File: config.mk
export PLATFORM = sky130hd
export DESIGN_NAME = udec_endpoint
export DESIGN_NICKNAME = d
export VERILOG_FILES = /design/src/hw/udec_pkg.sv /design/src/hw/udec_endpoint.sv
export SDC_FILE = /design/constraint.sdc
export NUM_CORES = 2
export LEC_CHECK = 0
export BUFFER_PORTS_ARGS = -buffer_cell sky130_fd_sc_hd__buf_2
export CORE_UTILIZATION = 56
export CTS_CLUSTER_DIAMETER = 30
export DETAILED_ROUTE_END_ITERATION = 16
export GPL_TIMING_DRIVEN = 0
export PLACE_DENSITY = 0.76
export SLEW_MARGIN = 10
export SYNTH_ARGS = -nofsm -noshare
export SYNTH_HDL_FRONTEND = slang
export SYNTH_SLANG_ARGS = --single-unit
File: constraint.sdc
create_clock -name MCLK -period 3.6 [get_ports MCLK]
set_input_delay 0.18 -clock MCLK [delete_from_list [all_inputs] [get_ports MCLK]]
set_output_delay 0.18 -clock MCLK [all_outputs]
set_load 0.1 [all_outputs]
File: src/hw/udec_pkg.sv
// constants, types and register layout of the usb endpoint control block
// ==========================================================================
// Contract
// - iso endpoint crc error sets shared error flag
// - writing zero clears iso error; one ignored
// - firmware sets tx ready; hardware alone clears
// - tx ready held payload answers next in
// - tx complete set when host acks payload
// - force stall bit makes endpoint answer stall
// - stall handshake sent sets stall acked flag
// - packet stored in bank one sets flag
// - firmware writes zero to release bank one
// - second bank used only by dual-bank endpoints
// - control direction bit selects data stage direction
// - status stage direction reversed by hardware itself
// - three-bit kind field, reset to control
// - enable bit gates non-control endpoints only
// - eleven-bit received byte count, read only
// - byte fifo register: write pushes, read pops
// - transceiver off bit, set by reset
// - writing zero clears stall acked; one ignored
// - packet stored in bank zero sets flag
package udec_pkg;

  // ========================================================================
  // register map
  localparam logic [7:0] REG_CSR  = 8'h00;
  localparam logic [7:0] REG_FDR  = 8'h04;
  localparam logic [7:0] REG_TXVC = 8'h08;

  // ========================================================================
  // control/status field positions
  localparam int B_TX_COMPLETE  = 0;
  localparam int B_BK0     = 1;
  localparam int B_SETUP   = 2;
  localparam int B_STALLER = 3;
  localparam int B_TXRDY   = 4;
  localparam int B_FSTALL  = 5;
  localparam int B_BK1     = 6;
  localparam int B_DIR     = 7;
  localparam int B_KIND    = 8;
  localparam int B_TOGGLE  = 11;
  localparam int B_EPON    = 15;
  localparam int B_RXCNT   = 16;
  localparam int B_XCVROFF = 8;
  localparam int CNT_W     = 11;

  // ========================================================================
  // reset values
  localparam logic [2:0] KIND_RST     = 3'h0;
  localparam logic       XCVR_OFF_RST = 1'b1;

  // ========================================================================
  // endpoint kinds: bit 2 is direction in, bits 1:0 the transfer type
  localparam logic [2:0] KIND_CTRL     = 3'h0;
  localparam logic [2:0] KIND_ISO_OUT  = 3'h1;
  localparam logic [2:0] KIND_ISO_IN   = 3'h5;
  localparam logic [2:0] KIND_BULK_OUT = 3'h2;
  localparam logic [2:0] KIND_BULK_IN  = 3'h6;
  localparam logic [2:0] KIND_INT_OUT  = 3'h3;
  localparam logic [2:0] KIND_INT_IN   = 3'h7;
  localparam logic [1:0] TYPE_CTRL     = 2'h0;
  localparam logic [1:0] TYPE_ISO      = 2'h1;

  typedef enum logic [1:0] {HS_ACK, HS_NAK, HS_STALL} udec_hs_t;

  // events and data from the serial engine, same clock
  typedef struct packed {
    logic       in_tok;
    logic       out_tok;
    logic       setup_tok;
    logic       rx_valid;
    logic [7:0] rx_data;
    logic       rx_ok;
    logic       rx_bad;
    logic       host_ack;
    logic       tx_req;
  } udec_sie_in_t;

  // answers to the serial engine
  typedef struct packed {
    logic       hs_valid;
    udec_hs_t   hs_code;
    logic       tx_valid;
    logic [7:0] tx_data;
    logic       tx_last;
  } udec_sie_out_t;

endpackage : udec_pkg

File: src/hw/udec_endpoint.sv
// one usb device endpoint: registers, banked fifo and token handling
`timescale 1ns/1ns
module udec_endpoint #(
  parameter int DEPTH     = 64,
  parameter bit DUAL_BANK = 1'b1
) (
  input  wire logic                   MCLK,
  input  wire logic                   RESET_N,
  input  wire logic [7:0]             ADDR,
  input  wire logic [31:0]            WDATA,
  input  wire logic                   WR,
  input  wire logic                   RD,
  output logic [31:0]                 RDATA,
  input  wire udec_pkg::udec_sie_in_t SIE_IN,
  output udec_pkg::udec_sie_out_t     SIE_OUT,
  output logic                        XCVR_OFF
);

  localparam int AW = $clog2(DEPTH);
  // rx stores an out or setup packet; ack wait follows sent in data except on iso endpoints
  typedef enum {ST_IDLE, ST_RX, ST_TX, ST_ACKW} udec_state_t;

  // ========================================================================
  // storage
  // two receive banks side by side; the top index bit picks the bank
  logic [7:0] rx_mem [0:2*DEPTH-1];
  logic [7:0] tx_mem [0:DEPTH-1];

  udec_state_t state_q;
  logic        tx_complete_q, bk0_q, bk1_q, setup_q, staller_q, txrdy_q;
  logic        fstall_q, dir_q, toggle_q, epon_q, seen_q, xoff_q;
  logic [2:0]  kind_q;
  logic        rx_setup_q, wr_bank_q, rx_bank_q;
  logic [udec_pkg::CNT_W-1:0] cnt0_q, cnt1_q, wptr_q, rptr_q;
  logic [udec_pkg::CNT_W-1:0] tcnt_q, tptr_q;
  logic [31:0] rdata_q;
  udec_pkg::udec_sie_out_t sout_q;

  // ========================================================================
  // register decode
  // exact address match; unmapped offsets read zero and ignore writes
  wire csr_wr  = WR && (ADDR == udec_pkg::REG_CSR);
  wire fdr_wr  = WR && (ADDR == udec_pkg::REG_FDR);
  wire txvc_wr = WR && (ADDR == udec_pkg::REG_TXVC);
  wire fdr_rd  = RD && (ADDR == udec_pkg::REG_FDR);

  wire is_ctrl = (kind_q[1:0] == udec_pkg::TYPE_CTRL);
  wire is_iso  = (kind_q[1:0] == udec_pkg::TYPE_ISO);
  // a disabled endpoint stays silent, not even a nak
  wire enabled = is_ctrl || epon_q;

  // a firmware zero clears, a one leaves alone; for tx ready a one sets and a zero leaves alone
  wire clr_tx_complete  = csr_wr && !WDATA[udec_pkg::B_TX_COMPLETE];
  wire clr_bk0     = csr_wr && !WDATA[udec_pkg::B_BK0];
  wire clr_bk1     = csr_wr && !WDATA[udec_pkg::B_BK1];
  wire clr_setup   = csr_wr && !WDATA[udec_pkg::B_SETUP];
  wire clr_staller = csr_wr && !WDATA[udec_pkg::B_STALLER];
  wire set_txrdy   = csr_wr && WDATA[udec_pkg::B_TXRDY];

  // ========================================================================
  // bank selection
  wire bank1_ok  = DUAL_BANK;
  wire wbank     = bank1_ok && wr_bank_q;
  wire wbank_free = wbank ? !bk1_q : (!bk0_q && !setup_q);
  // with both banks full, firmware drains bank 0 first
  wire rd_bank   = bank1_ok && !(bk0_q || setup_q) && bk1_q;
  wire [udec_pkg::CNT_W-1:0] rd_cnt = rd_bank ? cnt1_q : cnt0_q;
  wire [udec_pkg::CNT_W-1:0] rx_count = rd_cnt - rptr_q;
  wire [AW:0] rd_idx = {rd_bank, rptr_q[AW-1:0]};
  wire [AW:0] wr_idx = {rx_bank_q, wptr_q[AW-1:0]};
  // bytes beyond a bank are dropped rather than spilling into the other
  wire room = (wptr_q < udec_pkg::CNT_W'(DEPTH));
  wire tx_room = (tcnt_q < udec_pkg::CNT_W'(DEPTH));

  // ========================================================================
  // token acceptance; control direction reversal for the status stage
  // seen_q marks a finished data stage; only then is the reverse allowed
  wire out_dir_ok = is_ctrl ? (!setup_q && (!dir_q || seen_q))
                            : !kind_q[2];
  wire in_dir_ok  = is_ctrl ? (!setup_q && (dir_q || seen_q))
                            : kind_q[2];
  wire idle     = (state_q == ST_IDLE);
  wire tok_in   = idle && SIE_IN.in_tok && enabled;
  wire tok_out  = idle && SIE_IN.out_tok && enabled;
  wire tok_set  = idle && SIE_IN.setup_tok && is_ctrl;
  wire stall_hs = (tok_in || tok_out) && fstall_q;
  wire out_go   = tok_out && !fstall_q && out_dir_ok && wbank_free;
  wire out_nak  = tok_out && !fstall_q && !out_go;
  wire in_go    = tok_in && !fstall_q && in_dir_ok && txrdy_q;
  wire in_nak   = tok_in && !fstall_q && !in_go;

  // ========================================================================
  // packet end events
  wire in_rx    = (state_q == ST_RX);
  wire rx_good  = in_rx && SIE_IN.rx_ok;
  // a bad iso packet is still kept; the shared error flag marks it
  wire rx_iso_bad = in_rx && SIE_IN.rx_bad && is_iso && !rx_setup_q;
  wire rx_store = (rx_good || rx_iso_bad) && !rx_setup_q;
  wire set_bk0  = rx_store && !rx_bank_q;
  wire set_bk1  = rx_store && rx_bank_q;
  wire set_setup = rx_good && rx_setup_q;
  // iso in has no ack phase, so the closing request ends the transfer
  wire tx_done_iso = (state_q == ST_TX) && SIE_IN.tx_req && is_iso
                     && (tptr_q >= tcnt_q);
  wire acked    = (state_q == ST_ACKW) && SIE_IN.host_ack;
  wire tx_fin   = acked || tx_done_iso;
  // releasing any full bank rewinds the read pointer
  wire rel_bank = (clr_bk0 && bk0_q) || (clr_bk1 && bk1_q)
                  || (clr_setup && setup_q);

  // ========================================================================
  // read data mux
  logic [31:0] csr_rd;
  always_comb
  begin
    csr_rd = 32'h0;
    csr_rd[udec_pkg::B_TX_COMPLETE]  = tx_complete_q;
    csr_rd[udec_pkg::B_BK0]     = bk0_q;
    csr_rd[udec_pkg::B_SETUP]   = setup_q;
    csr_rd[udec_pkg::B_STALLER] = staller_q;
    csr_rd[udec_pkg::B_TXRDY]   = txrdy_q;
    csr_rd[udec_pkg::B_FSTALL]  = fstall_q;
    csr_rd[udec_pkg::B_BK1]     = bk1_q;
    csr_rd[udec_pkg::B_DIR]     = dir_q;
    csr_rd[udec_pkg::B_KIND+:3] = kind_q;
    csr_rd[udec_pkg::B_TOGGLE]  = toggle_q;
    csr_rd[udec_pkg::B_EPON]    = enabled;
    csr_rd[udec_pkg::B_RXCNT+:udec_pkg::CNT_W] = rx_count;
  end

  logic [31:0] txvc_rd;
  always_comb
  begin
    txvc_rd = 32'h0;
    txvc_rd[udec_pkg::B_XCVROFF] = xoff_q;
  end

  wire [31:0] fdr_rd_w = {24'h0, rx_mem[rd_idx]};
  wire [31:0] rd_mux = (ADDR == udec_pkg::REG_CSR)  ? csr_rd  :
                       (ADDR == udec_pkg::REG_FDR)  ? fdr_rd_w :
                       (ADDR == udec_pkg::REG_TXVC) ? txvc_rd : 32'h0;

  // ========================================================================
  // bus slave: read data valid in the cycle after the strobe only
  // the slave never stalls, so no wait state exists
  always_ff @(posedge MCLK or negedge RESET_N)
  begin
    if (!RESET_N)
      rdata_q <= 32'h0;
    else
      rdata_q <= RD ? rd_mux : 32'h0;
  end

  // ========================================================================
  // firmware configuration
  // the enable bit is stored for every kind; control ignores it on read
  always_ff @(posedge MCLK or negedge RESET_N)
  begin
    if (!RESET_N)
    begin
      kind_q   <= udec_pkg::KIND_RST;
      dir_q    <= 1'b0;
      fstall_q <= 1'b0;
      epon_q   <= 1'b0;
      xoff_q   <= udec_pkg::XCVR_OFF_RST;
    end
    else
    begin
      if (csr_wr)
      begin
        kind_q   <= WDATA[udec_pkg::B_KIND+:3];
        dir_q    <= WDATA[udec_pkg::B_DIR];
        fstall_q <= WDATA[udec_pkg::B_FSTALL];
        epon_q   <= WDATA[udec_pkg::B_EPON];
      end
      if (txvc_wr)
        xoff_q <= WDATA[udec_pkg::B_XCVROFF];
    end
  end

  // ========================================================================
  // sticky flags: a hardware set in the clearing cycle wins
  always_ff @(posedge MCLK or negedge RESET_N)
  begin
    if (!RESET_N)
    begin
      tx_complete_q  <= 1'b0;
      bk0_q     <= 1'b0;
      bk1_q     <= 1'b0;
      setup_q   <= 1'b0;
      staller_q <= 1'b0;
      txrdy_q   <= 1'b0;
    end
    else
    begin
      tx_complete_q  <= tx_fin || (tx_complete_q && !clr_tx_complete);
      bk0_q     <= set_bk0 || (bk0_q && !clr_bk0);
      bk1_q     <= set_bk1 || (bk1_q && !clr_bk1);
      setup_q   <= set_setup || (setup_q && !clr_setup);
      // stall and iso error share one flag
      staller_q <= stall_hs || rx_iso_bad
                   || (staller_q && !clr_staller);
      // a firmware set beats the hardware clear in the same cycle
      txrdy_q   <= set_txrdy || (txrdy_q && !tx_fin);
    end
  end

  // ========================================================================
  // transmit side: firmware pushes bytes while tx ready is low
  // pushes while tx ready is high are dropped so the held payload stays
  always_ff @(posedge MCLK)
  begin
    if (fdr_wr && !txrdy_q && tx_room)
      tx_mem[tcnt_q[AW-1:0]] <= WDATA[7:0];
  end

  always_ff @(posedge MCLK or negedge RESET_N)
  begin
    // the count rewinds once the payload has gone
    if (!RESET_N)
      tcnt_q <= '0;
    else if (tx_fin)
      tcnt_q <= '0;
    else if (fdr_wr && !txrdy_q && tx_room)
      tcnt_q <= tcnt_q + 1'b1;
  end

  // ========================================================================
  // receive side: firmware pops bank 0 while it is full, else bank 1
  // a pop at count zero is ignored instead of wrapping the read pointer
  always_ff @(posedge MCLK)
  begin
    if (in_rx && SIE_IN.rx_valid && room)
      rx_mem[wr_idx] <= SIE_IN.rx_data;
  end

  always_ff @(posedge MCLK or negedge RESET_N)
  begin
    if (!RESET_N)
      rptr_q <= '0;
    else if (rel_bank)
      rptr_q <= '0;
    else if (fdr_rd && (rx_count != '0))
      rptr_q <= rptr_q + 1'b1;
  end

  // ========================================================================
  // token sequencer
  // tokens are only taken in idle; anything arriving mid-packet is ignored
  always_ff @(posedge MCLK or negedge RESET_N)
  begin
    if (!RESET_N)
    begin
      state_q    <= ST_IDLE;
      rx_setup_q <= 1'b0;
      rx_bank_q  <= 1'b0;
      wr_bank_q  <= 1'b0;
      wptr_q     <= '0;
      tptr_q     <= '0;
      cnt0_q     <= '0;
      cnt1_q     <= '0;
      toggle_q   <= 1'b0;
      seen_q     <= 1'b0;
    end
    else
    begin
      case (state_q)
        ST_IDLE:
        begin
          // pointers rewind between packets
          wptr_q <= '0;
          tptr_q <= '0;
          if (tok_set)
          begin
            state_q    <= ST_RX;
            rx_setup_q <= 1'b1;
            rx_bank_q  <= 1'b0;
            seen_q     <= 1'b0;
          end
          else if (out_go)
          begin
            state_q    <= ST_RX;
            rx_setup_q <= 1'b0;
            rx_bank_q  <= wbank;
          end
          else if (in_go)
            state_q <= ST_TX;
        end
        ST_RX:
        begin
          if (SIE_IN.rx_valid && room)
            wptr_q <= wptr_q + 1'b1;
          if (SIE_IN.rx_ok || SIE_IN.rx_bad)
            state_q <= ST_IDLE;
          if (set_setup)
          begin
            cnt0_q   <= wptr_q;
            toggle_q <= 1'b1;
          end
          if (rx_store)
          begin
            if (rx_bank_q)
              cnt1_q <= wptr_q;
            else
              cnt0_q <= wptr_q;
            toggle_q  <= !toggle_q;
            wr_bank_q <= bank1_ok && !rx_bank_q;
            if (is_ctrl && !dir_q)
              seen_q <= 1'b1;
          end
        end
        ST_TX:
        begin
          if (SIE_IN.tx_req && (tptr_q < tcnt_q))
            tptr_q <= tptr_q + 1'b1;
          if (SIE_IN.tx_req && (tptr_q >= tcnt_q))
            state_q <= is_iso ? ST_IDLE : ST_ACKW;
        end
        ST_ACKW:
        begin
          // a missing ack leaves tx ready set, so the next in retries
          // limitation: with neither ack nor error the endpoint waits here
          if (SIE_IN.host_ack || SIE_IN.rx_bad)
            state_q <= ST_IDLE;
          if (acked)
          begin
            toggle_q <= !toggle_q;
            if (is_ctrl && dir_q)
              seen_q <= 1'b1;
          end
        end
        default:
          state_q <= ST_IDLE;
      endcase
    end
  end

  // ========================================================================
  // answers to the serial engine
  wire tx_byte = (state_q == ST_TX) && SIE_IN.tx_req && (tptr_q < tcnt_q);
  // a zero-length packet ends on its first request; the closing request
  // after the last byte must not repeat the end mark
  wire tx_end  = (state_q == ST_TX) && SIE_IN.tx_req
                 && ((tptr_q + 1'b1 == tcnt_q) || (tcnt_q == '0));
  // iso data is never acknowledged; the host expects no handshake
  wire hs_out  = stall_hs || out_nak || in_nak || (rx_good && !is_iso);
  udec_pkg::udec_hs_t hs_code_w;
  assign hs_code_w = stall_hs ? udec_pkg::HS_STALL :
                     (out_nak || in_nak) ? udec_pkg::HS_NAK :
                     udec_pkg::HS_ACK;

  always_ff @(posedge MCLK or negedge RESET_N)
  begin
    if (!RESET_N)
      sout_q <= '0;
    else
    begin
      sout_q.hs_valid <= hs_out;
      sout_q.hs_code  <= hs_code_w;
      sout_q.tx_valid <= tx_byte;
      sout_q.tx_data  <= tx_byte ? tx_mem[tptr_q[AW-1:0]] : 8'h0;
      sout_q.tx_last  <= tx_end;
    end
  end

  // ========================================================================
  // outputs, straight from flip-flops
  assign RDATA    = rdata_q;
  assign SIE_OUT  = sout_q;
  assign XCVR_OFF = xoff_q;

endmodule : udec_endpoint

# Word-level counts from Yosys, hierarchy flattened
# Memory sizes are Yosys's and may differ from the RTL's.
# Index checks and enable logic that the tools add are counted.
[totals] latchBits=0 ramBits=1536 output_inout_bits=46 romBits=0 reg_bits=156 wordCells=242 memories=2
[memory_table] name="rx_mem" words=128 width=8 read_ports=1 rd_clocked_by_memory_dff=0 write_ports=1 line="udec_endpoint.sv:26" text="logic [7:0] rx_mem [0:2*DEPTH-1];"
[memory_table] name="tx_mem" words=64 width=8 read_ports=1 rd_clocked_by_memory_dff=0 write_ports=1 line="udec_endpoint.sv:27" text="logic [7:0] tx_mem [0:DEPTH-1];"
[classes] multipliers=0 magnitude_cmp=4 n_addsub=5 n_mux=48 div=0 eq_ne=22 n_reduce_logical=132 bitwise=0 shift=0
[ops] operator="$mux 32" n=6
[ops] operator="$pmux 32 s4" n=1
[ops] operator="$mux 11" n=10
[ops] operator="$eq 32x2->1 const B" n=3
[ops] operator="$eq 32x3->1 const B" n=2
[ops] operator="$logic_not 32->1" n=2
[ops] operator="$logic_and 1x1->1" n=63
[ops] operator="$mux 27" n=2
[ops] operator="$add 11x1->11 const B" n=4
[ops] operator="$pmux 11 s2" n=2
[ops] operator="$eq 32x1->1 const B" n=1
[ops] operator="$logic_not 1->1" n=25
[ops] operator="$logic_or 1x1->1" n=23
[ops] operator="$lt 11x7->1 const B" n=2
[ops] operator="$mux 1" n=20
[ops] operator="$ne 2x2->1 const B" n=10
[ops] operator="$mux 9" n=2
[ops] operator="$reduce_bool 2->1" n=6
[ops] operator="$eq 11x11->1" n=1
[ops] operator="$ge 11x11->1" n=1
[ops] operator="$logic_not 11->1" n=1
[ops] operator="$lt 11x11->1" n=1
[ops] operator="$reduce_bool 11->1" n=1
[ops] operator="$sub 11x11->11" n=1
[ops] operator="other kinds (16)" n=21

# Logic depth before layout (Yosys ltp)
[depth] depth_word=11 depth_mapped=17 depth_no_buf=14

# Worst setup path after synthesis
# OpenSTA, ideal clock, no wires.
[synth_timing] kind="register to register" start="register rptr_q[2] in the netlist's numbering" end="register rptr_q[9] in the netlist's numbering" t_required_ns=3.522 synth_period_minus_slack_ns=3.717 path_buffers=5 setup_slack_ns=-0.117 setup_ns=0.078 stages_incl_launch_ff=15 arrival_ns=3.639 path_cell_list="dfrtp_1 -> buf_2 -> inv_2 -> buf_2 -> buf_2 -> buf_1 -> ha_1 -> o2111a_1 -> o211a_1 -> or4_1 -> a211oi_2 -> a41oi_2 -> buf_6 -> a21o_1 -> a21oi_1"
[synth_between] elab_chain_len=4
[synth_rtl] item="start: declaration" line="udec_endpoint.sv:34" text="logic [udec_pkg::CNT_W-1:0] cnt0_q, cnt1_q, wptr_q, rptr_q;"
[synth_rtl] item="start signal: assignment" line="udec_endpoint.sv:244" text="rptr_q <= rptr_q + 1'b1;"
[synth_rtl] item="$sub 11x11->11" line="udec_endpoint.sv:68" text="wire [udec_pkg::CNT_W-1:0] rx_count = rd_cnt - rptr_q;"
[synth_rtl] item="$reduce_bool 11->1" line="udec_endpoint.sv:243" text="else if (fdr_rd && (rx_count != '0))"
[synth_rtl] item="$logic_and 1x1->1" line="udec_endpoint.sv:243"
[synth_rtl] item="$reduce_bool 2->1 (no line)"
# Several ways; a longest one is shown, not always the timed one. The select of a mux whose other input is x is not followed.
# A chain may end at the register's enable or synchronous reset.

# Final worst setup path
[layout_timing] start="register wptr_q[1] in the netlist's numbering" end="memory rx_mem[80][2] (enable)"
[layout_between] elab_chain_len=4
[layout_rtl] item="start: declaration" line="udec_endpoint.sv:34"
[layout_rtl] item="start signal: assignment" line="udec_endpoint.sv:292" text="wptr_q <= wptr_q + 1'b1;"
[layout_rtl] item="$lt 11x7->1" line="udec_endpoint.sv:72" text="wire room = (wptr_q < udec_pkg::CNT_W'(DEPTH));"
[layout_rtl] item="$logic_and 1x1->1" line="udec_endpoint.sv:233" text="if (in_rx && SIE_IN.rx_valid && room)"
[layout_rtl] item="$mux 1" line="udec_endpoint.sv:233"
[layout_rtl] item="$mux 1 (implied by the code)" line="udec_endpoint.sv:234" text="rx_mem[wr_idx] <= SIE_IN.rx_data;"
[layout_rtl] item="end: declaration" line="udec_endpoint.sv:26"
# Several ways; a longest one is shown, not always the timed one.

==> impl_metrics.env <==
export IMPL_clock_path_buffers=4
export IMPL_clockRootBuffer="clkbuf_16"
export IMPL_io_buffers=76
export IMPL_core_area_um2=117000
export IMPL_ys_types=78
export IMPL_ant_nets=0
export IMPL_layout_commonest_cell="edfxtp_1"
export IMPL_synth_top_family_by_area="multiplexers"
export IMPL_ios=106
export IMPL_violations="capacitance limit, slew limit, setup timing"
export IMPL_critPathLaunchType="register"
export IMPL_ir_worst_vdd_mv=0.535
export IMPL_yosysTopAreaCellShare=0.700
export IMPL_grt_pass1_vias=38542
export IMPL_cts_sinks=1659
export IMPL_drv_slew=55
export IMPL_synth_mux_area_frac=0.160
export IMPL_worstSkewPairLatency_ns=0.91
export IMPL_yosys_area_share_simple=0.0427
export IMPL_fmax_mhz=271
export IMPL_hold_end="RDATA[4]"
export IMPL_fin_crit_sh=1.02
export IMPL_synthCells=3355
export IMPL_leakage_nw=26.6
export IMPL_final_cell_mix="edfxtp_1 (1536), mux4_2 (415), clkbuf_16 (308)"
export IMPL_finClkSkew_ns=0.0646
export IMPL_whs_ns=0.0532
export IMPL_grt_usage=0.312
export IMPL_hold_start="ADDR[1]"
export IMPL_synth_compound_area_share=0.0262
export IMPL_grt_overflow_total=0
export IMPL_status="finished, violations left"
export IMPL_row_count=125
export IMPL_place_ws_ns=-1.38
export IMPL_r2r_end="rx_mem[80][2]"
export IMPL_syn_area_um2=65900
export IMPL_wirelength_um=187000
export IMPL_ys_top_cells_by_area="edfxtp_1 (70%), mux4_2 (14%), dfrtp_1 (4.6%)"
export IMPL_whs_path_depth=6
export IMPL_synthFlopType="edfxtp_1"
export IMPL_die_area_um2=119000
export IMPL_reg2reg_slack_ns=-0.09
export IMPL_drtIter0Drc=5932
export IMPL_worst_pin_slew_ns=1.61
export IMPL_initial_core_util=0.566
export IMPL_cts_max_level=5
export IMPL_finalHoldViolCount=0
export IMPL_first_pass_iters=7
export IMPL_p_per_area_nw_per_um2=641
export IMPL_dp_hpwl_um=108000
export IMPL_cts_tree="yes"
export IMPL_post_route_cell_area_um2=80000
export IMPL_viasPerCell=6.84
export IMPL_yosysTopAreaCell="edfxtp_1"
export IMPL_grt_pass1_wl_um=264000
export IMPL_ys_warn_count=0
export IMPL_path_max_fanout=10
export IMPL_cts_buffers_inserted=305
export IMPL_crit_type="reg2reg"
export IMPL_synth_seq_area_share=0.746
export IMPL_setup_worst_path_start="wptr_q[1]"
export IMPL_die_y_um=345
export IMPL_cp_end_kind="register"
export IMPL_syn_avg_cell_area_um2=19.6
export IMPL_placed_cell_area_um2=68500
export IMPL_wire_per_inst_um=33.6
export IMPL_synth_xor_area_frac=0.00345
export IMPL_clk_pin_slew_ns=0.05
export IMPL_drive_gt1_frac=0.330
export IMPL_route_vias_total=38081
export IMPL_die_x_um=345
export IMPL_synth_fa_ha_area_frac=0.00524
export IMPL_rsz0062_at_grt="true"
export IMPL_grt_max_degree=85
export IMPL_area_growth_pct=21.3
export IMPL_ys_ff_latch=1659
export IMPL_setup_violations=50
export IMPL_min_path_type="in2reg"
export IMPL_routabilityCongestion=0.951
export IMPL_worst_slack_ns=-0.0892
export IMPL_antenna_found_initial=3
export IMPL_final_min_clock_period_ns=3.69
export IMPL_drc=0
export IMPL_cp_data_arrival_time_ns=4.15
export IMPL_final_nets=3901
export IMPL_reg2reg_depth=5
export IMPL_synth_edff_count=1536
export IMPL_r2r_start="wptr_q[1]"
export IMPL_synthArstFlopShare=0.0741
export IMPL_max_slew_margin_rel=-0.0721
export IMPL_worstPathRequired_ns=4.06
export IMPL_maxCapViolations=5
==> worst max-delay path by stage <==
stage / endpoint / slack, ns / depth (start not counted)
6_report: rx_mem[80][2] / -0.09 / 5
3_5_place_dp: RDATA[1] / -1.38 / 9
4_1_cts: rx_mem[79][7] / -0.12 / 6
3_3_place_gp: RDATA[6] / -1.41 / 9
2_1_floorplan: rptr_q[9] / 0.04 / 16
5_1_grt: rptr_q[0] / -0.18 / 14
==> through the flow <==
| step | power [W] | setup TNS (ns) | instances | util |
|---|---|---|---|---|
| after global placement | 0.0238 | -173.75 | 4962 | 0.586 |
| final | 0.0513 | -2.20 | 5565 | 0.686 |
| after global routing | 0.0522 | -4.28 | 5564 | 0.686 |
| after floorplan | 0.0229 | 0 | 3362 | - |
| after detailed placement | 0.0238 | -204.89 | 4972 | 0.588 |
| after CTS | 0.0511 | -7.20 | 5545 | 0.681 |
==> area by class of cell <==
| class | instances | area, µm² |
|---|---|---|
| diodes | 1 | 2.50 |
| clock inverters | 191 | 1930 |
| well taps | 1524 | 1910 |
| repair buffers | 150 | 1250 |
| inverters | 38 | 158 |
| clock buffers | 342 | 7920 |
| flip-flops and latches | 1659 | 49200 |
| multi-input cells | 1480 | 16400 |
| fillers | 6671 | 36600 |
| plain buffers | 180 | 1150 |
==> power breakdown <==
group	switching, W	total (W)	internal [W]
Combinational	0.00166	0.00243	0.000771
Clock	0.00976	0.0275	0.0177
Sequential	0.000144	0.0214	0.0212
==> per-layer routing <==
metal / up-vias / GRT usage / share of wire
li1: 14681 / - / -
met1: 19356 / 0.414 / 0.35
met2: 3351 / 0.470 / 0.46
met3: 689 / 0.104 / 0.14
met4: 4 / 0.147 / 0.051
met5: - / 0 / 0.00025
==> state kept, by name, indices dropped and copies added, names as in the netlist, 2 cells and up <==
| register | count |
|---|---|
| tcnt_q | 11 |
| tx_mem | 512 |
| rx_mem | 1024 |
| SIE_OUT | 13 |
| rptr_q | 11 |
| wptr_q | 11 |
| state_q | 2 |
| RDATA | 24 |
| tptr_q | 11 |
| cnt1_q | 11 |
| cnt0_q | 11 |
| kind_q | 3 |
==> synthesized netlist by cell type, types with 20 or more instances <==
cell type and count:
inv_1 31, mux2_2 29, nand3_1 51, a21oi_1 52, buf_1 20, edfxtp_1 1536
buf_4 28, mux4_2 415, ha_1 26, a211oi_1 27, clkbuf_1 95, mux2i_1 69
o21ai_0 27, and3_1 25, nor2_1 265, nor3_1 27, dfrtp_1 122, buf_2 34
o22ai_1 32, nor2b_1 27, nand2_1 175
==> worst max-delay path: stages, from the launching register on <==
cell	delay, ns
dfrtp_1	0.37
clkbuf_1	0.34
or3_1	0.17
clkbuf_1	0.71
clkbuf_1	1.12
nor2_1	0.56
==> logic make-up after synthesis <==
family | Yosys count
AOI/OAI and AO/OA | 253
other | 1
muxes | 528
xor gates and xnor gates | 26
adders and majority gates | 27
DFF | 1659
and+or+nand+nor | 637
buffers and inverters | 224
==> what timing repair did <==
item / in CTS / in global routing
hold buffers: 34 / 5
endpoints found under the setup margin: 670 / 1037
hold endpoints to repair: 643 / 322
gates cloned: 0 / 1
gates resized for setup: 180 / 155
pin swaps: 4 / 15
setup buffers: 9 / 16
Power figures use the tool's default switching activity.
